File: src/ee2w_pkg.sv
// constants for the two-wire serial memory host: register map, fields, timing, bus codes
// assumes a 100 MHz pclk and an apb master with 32-bit data
package ee2w_pkg;

   // apb address width and register byte offsets
   localparam int          ADDR_W      = 12;
   localparam logic [11:0] OFF_CFG     = 12'h000;  // straps and write protect
   localparam logic [11:0] OFF_CMD     = 12'h004;  // launches a bus sequence
   localparam logic [11:0] OFF_TXDATA  = 12'h008;  // byte to send
   localparam logic [11:0] OFF_RXDATA  = 12'h00C;  // last byte shifted in
   localparam logic [11:0] OFF_STATUS  = 12'h010;  // engine state and sticky flags

   // cfg fields
   localparam int CFG_STRAP_LOW  = 0;
   localparam int CFG_STRAP_HIGH = 1;
   localparam int CFG_WP         = 2;
   localparam logic [2:0] CFG_RESET = 3'h0;

   // cmd fields
   localparam int CMD_START = 0;  // start or repeated start first
   localparam int CMD_BYTE  = 1;  // one byte plus its acknowledge slot
   localparam int CMD_STOP  = 2;  // stop last
   localparam int CMD_RX    = 3;  // byte is received, not sent
   localparam int CMD_MACK  = 4;  // master acknowledges a received byte
   localparam int CMD_CTRL  = 5;  // send a composed control byte instead of txdata
   localparam int CMD_RW    = 6;  // direction bit of the composed control byte
   localparam int CMD_BLOCK = 7;  // block select bit of the composed control byte

   // status fields
   localparam int ST_BUSY    = 0;
   localparam int ST_ACK     = 1;
   localparam int ST_DONE    = 2;
   localparam int ST_REFUSED = 3;
   localparam int ST_INXFER  = 4;

   // control byte layout
   localparam logic [3:0] CTRL_CODE = 4'hA;  // device code 1010
   localparam logic       RW_READ   = 1'b1;
   localparam logic       RW_WRITE  = 1'b0;
   localparam logic [3:0] ACK_BIT   = 4'h8;  // ninth bit of every byte

   // timing
   localparam int CLK_PERIOD_NS   = 10;
   localparam int SCL_PERIOD_NS   = 10000;  // 100 kHz bus clock
   localparam int QTR_CYCLES_DFLT = SCL_PERIOD_NS / (4 * CLK_PERIOD_NS);

   // engine states
   typedef enum logic [1:0] {
      EE_IDLE,
      EE_START,
      EE_BITS,
      EE_STOP
   } ee2w_state_t;

endpackage

File: src/ee2w_host.sv
// two-wire bus master for a serial memory, with an apb register slave for software
// assumes sda is open drain with an external pull-up and the memory only listens to scl
//
// Operation
// - fixed select strap held high always
// - chip-select straps defined before any transaction
// - master makes scl, start and stop
// - start only while sda and scl high
// - sda falling, scl high, is start
// - sda rising, scl high, is stop
// - one bit per pulse, change while low
// - master picks the number of bytes
// - receiver acknowledges each byte, extra pulse
// - master ends reads with no acknowledge
// - address high byte first, then low
//
// The address map and the APB register port were decided locally.
`timescale 1ns/1ps

module ee2w_host #(
   parameter int QTR_CYCLES = ee2w_pkg::QTR_CYCLES_DFLT   // pclk cycles per quarter scl period
) (
   input  wire logic                        pclk,
   input  wire logic                        presetn,
   input  wire logic                        psel,
   input  wire logic                        penable,
   input  wire logic                        pwrite,
   input  wire logic [ee2w_pkg::ADDR_W-1:0] paddr,
   input  wire logic [31:0]                 pwdata,
   output logic      [31:0]                 prdata,
   output logic                             pready,
   output logic                             pslverr,
   output logic                             scl_o,
   input  wire logic                        sda_i,
   output logic                             sda_o,
   output logic                             sda_oe,
   output logic                             chip_sel_strap_low,
   output logic                             chip_sel_strap_high,
   output logic                             fixed_select_strap,
   output logic                             write_protect
);
   import ee2w_pkg::*;

   localparam int QW = (QTR_CYCLES > 1) ? $clog2(QTR_CYCLES) : 1;

   // the sda sampler needs two cycles of synchroniser latency inside a quarter
   if (QTR_CYCLES < 4) begin : g_bad_div
      $error("QTR_CYCLES must be at least 4");
   end

   ee2w_state_t     state_q;      // engine state
   logic [1:0]      phase_q;      // quarter of the current scl period
   logic [3:0]      bit_q;        // bit index, 8 is the acknowledge slot
   logic [QW-1:0]   qcnt_q;       // quarter divider
   logic [7:0]      sh_q;         // shift register, msb leaves first
   logic [7:0]      rxdata_q;     // last received byte
   logic [7:0]      txdata_q;     // byte software wants sent
   logic [2:0]      cfg_q;        // straps and write protect
   logic            pend_byte_q;  // a byte follows the start
   logic            pend_stop_q;  // a stop closes the sequence
   logic            rx_q;         // current byte is received
   logic            mack_q;       // master acknowledges the received byte
   logic            in_xfer_q;    // between our start and our stop
   logic            ack_seen_q;   // slave pulled the acknowledge slot low
   logic            done_q;       // sticky: a sequence finished
   logic            refused_q;    // sticky: a command was refused
   logic            scl_q;        // scl driven level
   logic            sda_low_q;    // pulling sda low
   logic            sda_m_q;      // synchroniser first stage
   logic            sda_s_q;      // synchronised sda
   logic [31:0]     prdata_q;     // read data captured in setup
   logic [15:0]     hi_cnt_q;     // helper: cycles of scl high, saturating

   logic busy;
   logic tick;
   logic fin;
   logic acc_wr;
   logic wr_cmd;
   logic cmd_any;
   logic refuse;
   logic go;
   logic cfg_lock;
   logic unmapped;
   logic [7:0] ctrl_byte;

   // apb answers at once; read data was captured in the setup cycle
   assign pready = 1'b1;
   assign prdata = prdata_q;

   // open-drain data pin: never driven high, released for a one
   assign sda_o  = 1'b0;
   assign sda_oe = sda_low_q;
   assign scl_o  = scl_q;   // we alone make the bus clock

   // straps and write protect come straight from cfg flops
   assign chip_sel_strap_low  = cfg_q[CFG_STRAP_LOW];
   assign chip_sel_strap_high = cfg_q[CFG_STRAP_HIGH];
   assign write_protect       = cfg_q[CFG_WP];   // high makes the memory drop writes
   assign fixed_select_strap  = 1'b1;            // the memory is dead without it

   assign busy = (state_q != EE_IDLE);
   assign tick = busy && (qcnt_q == QW'(QTR_CYCLES - 1));

   // last quarter of the last step of a sequence
   assign fin = tick && (phase_q == 2'h3) &&
                (((state_q == EE_START) && !pend_byte_q && !pend_stop_q) ||
                 ((state_q == EE_BITS) && (bit_q == ACK_BIT) && !pend_stop_q) ||
                 (state_q == EE_STOP));

   // control byte from our own straps, so the select bits always match
   assign ctrl_byte = {CTRL_CODE, pwdata[CMD_BLOCK], cfg_q[CFG_STRAP_HIGH],
                       cfg_q[CFG_STRAP_LOW], pwdata[CMD_RW]};

   // apb decode
   assign acc_wr   = psel && penable && pwrite;
   assign cfg_lock = busy || in_xfer_q;   // straps and wp frozen during a transfer
   assign unmapped = (paddr != OFF_CFG) && (paddr != OFF_CMD) && (paddr != OFF_TXDATA) &&
                     (paddr != OFF_RXDATA) && (paddr != OFF_STATUS);
   assign wr_cmd   = acc_wr && (paddr == OFF_CMD) && !busy;
   assign cmd_any  = pwdata[CMD_START] || pwdata[CMD_BYTE] || pwdata[CMD_STOP];

   // a fresh start needs an idle bus; a byte or stop outside a transfer has no start
   assign refuse = (pwdata[CMD_START] && !in_xfer_q && !(sda_s_q && scl_q)) ||
                   (!pwdata[CMD_START] && !in_xfer_q);
   assign go     = wr_cmd && cmd_any && !refuse;

   // error answer: unknown address, command while busy, cfg while locked
   assign pslverr = psel && penable &&
                    (unmapped ||
                     (pwrite && (paddr == OFF_CMD) && busy) ||
                     (pwrite && (paddr == OFF_CFG) && cfg_lock));

   // sda synchroniser, second stage alone is read
   always_ff @(posedge pclk or negedge presetn) begin
      if (!presetn) begin
         sda_m_q <= 1'b1;
         sda_s_q <= 1'b1;
      end else begin
         sda_m_q <= sda_i;
         sda_s_q <= sda_m_q;
      end
   end

   // quarter divider, parked at zero while idle
   always_ff @(posedge pclk or negedge presetn) begin
      if (!presetn) begin
         qcnt_q <= '0;
      end else if (!busy || tick) begin
         qcnt_q <= '0;
      end else begin
         qcnt_q <= qcnt_q + QW'(1);
      end
   end

   // sequence engine: start, bits, stop; software picks the byte count
   always_ff @(posedge pclk or negedge presetn) begin
      if (!presetn) begin
         state_q     <= EE_IDLE;
         phase_q     <= 2'h0;
         bit_q       <= 4'h0;
         sh_q        <= 8'h00;
         rxdata_q    <= 8'h00;
         pend_byte_q <= 1'b0;
         pend_stop_q <= 1'b0;
         rx_q        <= 1'b0;
         mack_q      <= 1'b0;
         in_xfer_q   <= 1'b0;
         ack_seen_q  <= 1'b0;
      end else if (go) begin
         // launch; a start inside a transfer is a repeated start
         phase_q     <= 2'h0;
         bit_q       <= 4'h0;
         pend_byte_q <= pwdata[CMD_BYTE];
         pend_stop_q <= pwdata[CMD_STOP];
         rx_q        <= pwdata[CMD_RX];
         mack_q      <= pwdata[CMD_MACK];
         sh_q        <= pwdata[CMD_RX] ? 8'hFF : (pwdata[CMD_CTRL] ? ctrl_byte : txdata_q);
         if (pwdata[CMD_START]) begin
            state_q <= EE_START;
         end else if (pwdata[CMD_BYTE]) begin
            state_q <= EE_BITS;
         end else begin
            state_q <= EE_STOP;
         end
      end else if (tick) begin
         phase_q <= phase_q + 2'h1;
         unique case (state_q)
            EE_IDLE: begin
               // not reached: tick needs busy
            end
            EE_START: begin
               if (phase_q == 2'h3) begin
                  in_xfer_q <= 1'b1;
                  if (pend_byte_q) begin
                     state_q <= EE_BITS;
                  end else if (pend_stop_q) begin
                     state_q <= EE_STOP;
                  end else begin
                     state_q <= EE_IDLE;
                  end
               end
            end
            EE_BITS: begin
               // sample in the middle of the high phase
               if (phase_q == 2'h2) begin
                  if (bit_q == ACK_BIT) begin
                     ack_seen_q <= !sda_s_q;   // low means acknowledged; polling reads this
                  end else begin
                     sh_q <= {sh_q[6:0], sda_s_q};
                  end
               end
               if (phase_q == 2'h3) begin
                  if (bit_q == ACK_BIT) begin
                     bit_q       <= 4'h0;
                     pend_byte_q <= 1'b0;
                     rxdata_q    <= sh_q;
                     state_q     <= pend_stop_q ? EE_STOP : EE_IDLE;
                  end else begin
                     bit_q <= bit_q + 4'h1;
                  end
               end
            end
            EE_STOP: begin
               if (phase_q == 2'h3) begin
                  in_xfer_q <= 1'b0;
                  state_q   <= EE_IDLE;
               end
            end
         endcase
      end
   end

   // pin levels per quarter; sda only moves with scl low except in start and stop
   always_ff @(posedge pclk or negedge presetn) begin
      if (!presetn) begin
         scl_q     <= 1'b1;   // bus released at reset
         sda_low_q <= 1'b0;
      end else if (tick) begin
         unique case (phase_q)
            2'h0: begin
               if (state_q == EE_START) begin
                  sda_low_q <= 1'b0;                    // release before a repeated start
               end else if (state_q == EE_STOP) begin
                  sda_low_q <= 1'b1;                    // low before the stop edge
               end else if (bit_q != ACK_BIT) begin
                  sda_low_q <= !rx_q && !sh_q[7];       // data bit, released when receiving
               end else begin
                  sda_low_q <= rx_q && mack_q;          // ack a read byte when mack_q is set, else release (nack)
               end
            end
            2'h1: begin
               scl_q <= 1'b1;
            end
            2'h2: begin
               if (state_q == EE_START) begin
                  sda_low_q <= 1'b1;                    // start: fall with scl high
               end else if (state_q == EE_STOP) begin
                  sda_low_q <= 1'b0;                    // stop: rise with scl high
               end
            end
            2'h3: begin
               if (state_q != EE_STOP) begin
                  scl_q <= 1'b0;
               end
            end
         endcase
      end
   end

   // software registers; an address is sent high byte first by software
   always_ff @(posedge pclk or negedge presetn) begin
      if (!presetn) begin
         cfg_q    <= CFG_RESET;   // straps defined from reset onward
         txdata_q <= 8'h00;
      end else if (acc_wr) begin
         if ((paddr == OFF_CFG) && !cfg_lock) begin
            cfg_q <= pwdata[2:0];
         end
         if (paddr == OFF_TXDATA) begin
            txdata_q <= pwdata[7:0];
         end
      end
   end

   // sticky flags, write one to clear; a set in the same cycle wins
   always_ff @(posedge pclk or negedge presetn) begin
      if (!presetn) begin
         done_q    <= 1'b0;
         refused_q <= 1'b0;
      end else begin
         if (fin) begin
            done_q <= 1'b1;
         end else if (acc_wr && (paddr == OFF_STATUS) && pwdata[ST_DONE]) begin
            done_q <= 1'b0;
         end
         if (wr_cmd && cmd_any && refuse) begin
            refused_q <= 1'b1;
         end else if (acc_wr && (paddr == OFF_STATUS) && pwdata[ST_REFUSED]) begin
            refused_q <= 1'b0;
         end
      end
   end

   // read data captured in the setup cycle so it is a flop in the access phase
   always_ff @(posedge pclk or negedge presetn) begin
      if (!presetn) begin
         prdata_q <= 32'h0000_0000;
      end else if (psel && !penable) begin
         unique case (paddr)
            OFF_CFG:    prdata_q <= {29'h0, cfg_q};
            OFF_TXDATA: prdata_q <= {24'h0, txdata_q};
            OFF_RXDATA: prdata_q <= {24'h0, rxdata_q};
            OFF_STATUS: prdata_q <= {27'h0, in_xfer_q, refused_q, done_q, ack_seen_q, busy};
            default:    prdata_q <= 32'h0000_0000;   // cmd and unmapped read zero
         endcase
      end
   end

   // helper for the assertions: length of each scl high phase
   always_ff @(posedge pclk or negedge presetn) begin
      if (!presetn) begin
         hi_cnt_q <= 16'h0000;
      end else if (!scl_q) begin
         hi_cnt_q <= 16'h0000;
      end else if (hi_cnt_q != 16'hFFFF) begin
         hi_cnt_q <= hi_cnt_q + 16'h0001;
      end
   end
endmodule // ee2w_host

File: config.mk
export PLATFORM = sky130hd
export DESIGN_NAME = ee2w_host
export DESIGN_NICKNAME = d
export VERILOG_FILES = /design/src/ee2w_pkg.sv /design/src/ee2w_host.sv
export SDC_FILE = /design/constraint.sdc
export NUM_CORES = 1
export LEC_CHECK = 0
export BUFFER_PORTS_ARGS = -buffer_cell sky130_fd_sc_hd__buf_4
export CORE_ASPECT_RATIO = 1.75
export CORE_MARGIN = 2
export CORE_UTILIZATION = 45
export DETAILED_ROUTE_END_ITERATION = 16
export HOLD_SLACK_MARGIN = 0.1
export PLACE_DENSITY = 0.77
export SYNTH_ARGS = -nofsm -noshare
export SYNTH_HDL_FRONTEND = slang
export SYNTH_SLANG_ARGS = --single-unit
export TNS_END_PERCENT = 5
File: constraint.sdc
create_clock -name pclk -period 1.9 [get_ports pclk]
set_input_delay 0 -clock pclk [delete_from_list [all_inputs] [get_ports pclk]]
set_output_delay 0 -clock pclk [all_outputs]
set_load 0.02 [all_outputs]
==> results.cfg <==
[hold_path]
hold_path.class = primary input to flop

[routing]
drc = 0
dr.max_layer_used = met4
viasPerCell = 5.568
num_vias = 2795
dr.pass1.iters = 5
routedWlPerCell_um = 16.79
drt_iter0_drc = 205
wl_um = 8430
met3_length_um = 381
wl_met2_um = 4682
ant_nets = 0
wl_met1_um = 2899

[clock_tree]
root_buffer = clkbuf_16
cts_sinks = 63
numCtsBuffers = 9
insertion_delay_ps = 330
htreeDepth = 3
clockBufferDepth = 2
path_clk_slew_ps = 50
cts_tree = done

[grt]
grt_pass1_vias = 2886
grtUsageTotal_pct = 20.66
grt_pass1_wl_um = 13440
antenna_found_initial = 0
grt_max_degree = 64
grt_overflow = 0

[yosys]
synth-edff-count = 0
netlist_area_mm2 = 0.003525
ys_ff_latch = 63
async_flop_share_pct = 100.0
synth_warnings = 0
synth.distinct_cells = 58
synth-seq-area-share_pct = 44.83
netlist_instances = 334
synth_flop_cell = dfrtp_1
avgSynthCellArea_um2 = 10.55

[floorplan]
die_w_um = 70.90
die_y_um = 121.1
core_mm2 = 0.007567
start_util_pct = 46.58
fp-row-count = 42
dieArea_mm2 = 0.008584
ios = 91

[sta]
fmax_mhz = 488.1
hold_viol = 0
slew_headroom_pct = 46.69
fin_worst_skew_ps = 6.604
drv_slew = 0
finalSetupViolCount = 17
fin_tns_setup_ps = -1393
post-route-min-period_ps = 2049
worst_slack_ps = -148.9
finalCritPeriodShare_pct = 107.8
finalHoldWorstSlack_ps = 99.10
grt_setup_unrepaired = true
worst_pin_slew_ps = 799.7

[worst_setup_path]
cp-end-kind = flop
cp-start-kind = flop
crit_path_max_fanout = 8
crit_type = flop to flop
cp.required_ps = 2110
arrival_ps = 2260

[job]
maxCapViolations = 0

[placement]
io_buffers = 39
dp_hpwl_um = 6286
pre_cts_ws_ps = -126.5
gp_congestion = 0.8117

[power_and_ir_drop]
total_power_mw = 3.009
power.density_mw_per_mm2 = 680.5
ir_drop_uv = 734.5
p_leak_nw = 2.085

[outcome]
violations = negative setup slack
status = finished, violations left

[final_layout]
drive_above_1_share_pct = 28.50
layout_common_cells = 62 x buf_4, 60 x dfrtp_1, 27 x conb_1
final_common_cell = buf_4
area_growth_pct = 25.45
fill_cells = 649
nets = 468
antenna_cells = 0
## final timing paths
| check | startpoint | endpoint | slack, ps | cells after the start |
|---|---|---|---|---|
| setup / recovery | state_q[0] | sh_q[7] | -150 | 5 |
| hold / removal | psel | prdata[6] | 100 | 3 |
| setup reg to reg | state_q[0] | sh_q[7] | -150 | 5 |
| hold reg to reg | sda_m_q | sda_s_q | 360 | 0 |
| max in group asynchronous | presetn | txdata_q[4] | 1070 | 2 |
| min in group asynchronous | presetn | pend_byte_q | 300 | 2 |
## cells by family (layout without fill, tap and decap cells)
logic type | count (synthesis) | in the layout | synth area share [%]
adder cells (fa/ha/maj) | 8 | 8 | 2.840
XOR/XNOR | 7 | 7 | 1.739
AND/OR/NAND/NOR | 100 | 100 | 17.07
multiplexers | 45 | 45 | 13.60
AO/OA/AOI/OAI | 59 | 59 | 11.40
flip-flops | 63 | 63 | 44.84
other | 2 | 27 | 0.2131
buffers and inverters | 50 | 105 | 8.306
## synthesized netlist by cell type (5+ instances only)
library cell,count,area [um2]
ha_1,8,100.1
clkbuf_1,8,30.03
buf_4,27,202.7
xnor2_1,5,43.79
nand3_1,9,45.04
a21oi_1,12,60.06
a211oi_1,5,37.54
nor3_1,5,25.02
mux2_2,23,259.0
nor2b_1,8,50.05
o21ai_0,13,65.06
or3_1,5,31.28
dfrtp_1,60,1501
mux2i_1,22,220.2
nand2_1,20,75.07
inv_1,11,41.29
nand3b_1,5,37.54
nor2_1,18,67.56
## worst max-delay path: stages (launching register included)
cell,delay [ps]
dfrtp_1,380
or4_1,530
or4_4,450
nor4b_4,300
buf_6,170
o211ai_1,90
## stage by stage
| stage | utilization (%) | std cells | instance area [um2] |
|---|---|---|---|
| 2_1_floorplan | - | 359 | 3627 |
| 5_1_grt | 58.43 | 502 | 4422 |
| 3_5_place_dp | 52.84 | 473 | 3999 |
| 3_3_place_gp | 52.84 | 473 | 3999 |
| 4_1_cts | 58.15 | 501 | 4400 |
| 6_report | 58.43 | 502 | 4422 |
## flip-flops by register name (all words and copies together), names as in the netlist, 2 cells and up
| register | flops |
|---|---|
| cfg_q | 3 |
| state_q | 2 |
| qcnt_q | 8 |
| txdata_q | 8 |
| prdata | 8 |
| phase_q | 2 |
| rxdata_q | 8 |
| bit_q | 4 |
| sh_q | 8 |
## metal layers
metal	GRT usage, %	up-vias
met5	0	-
met4	14.27	0
met3	4.236	35
met2	38.08	102
met1	19.87	1363
li1	-	1295
## cell type report
| type | instances | area [um2] | area share, % |
|---|---|---|---|
| clock inverters | 1 | 5.005 | 0.1132 |
| flip-flops and latches | 63 | 1580 | 35.74 |
| clock buffers | 14 | 254.0 | 5.744 |
| multi-input cells | 246 | 1770 | 40.04 |
| repair buffers | 79 | 660.6 | 14.94 |
| inverters | 11 | 41.29 | 0.9338 |
| well taps | 88 | 110.1 | 2.490 |
## where the power goes
group	total (mW)	switching, mW	internal [mW]	leakage [nW]
Sequential	1.35	0.00178	1.35	0.772
Combinational	0.211	0.138	0.0727	1.19
Clock	1.45	0.540	0.908	0.127
Total	3.01	0.680	2.33	2.09
## repair_timing
action,CTS,global route
gates resized for setup,5,3
hold buffers,11,0
setup buffers,2,1
endpoints found under the hold margin,86,0
cloned,0,0
pin swaps,5,1
setup endpoints to repair,19,14
Power figures use the tool's default switching activity.
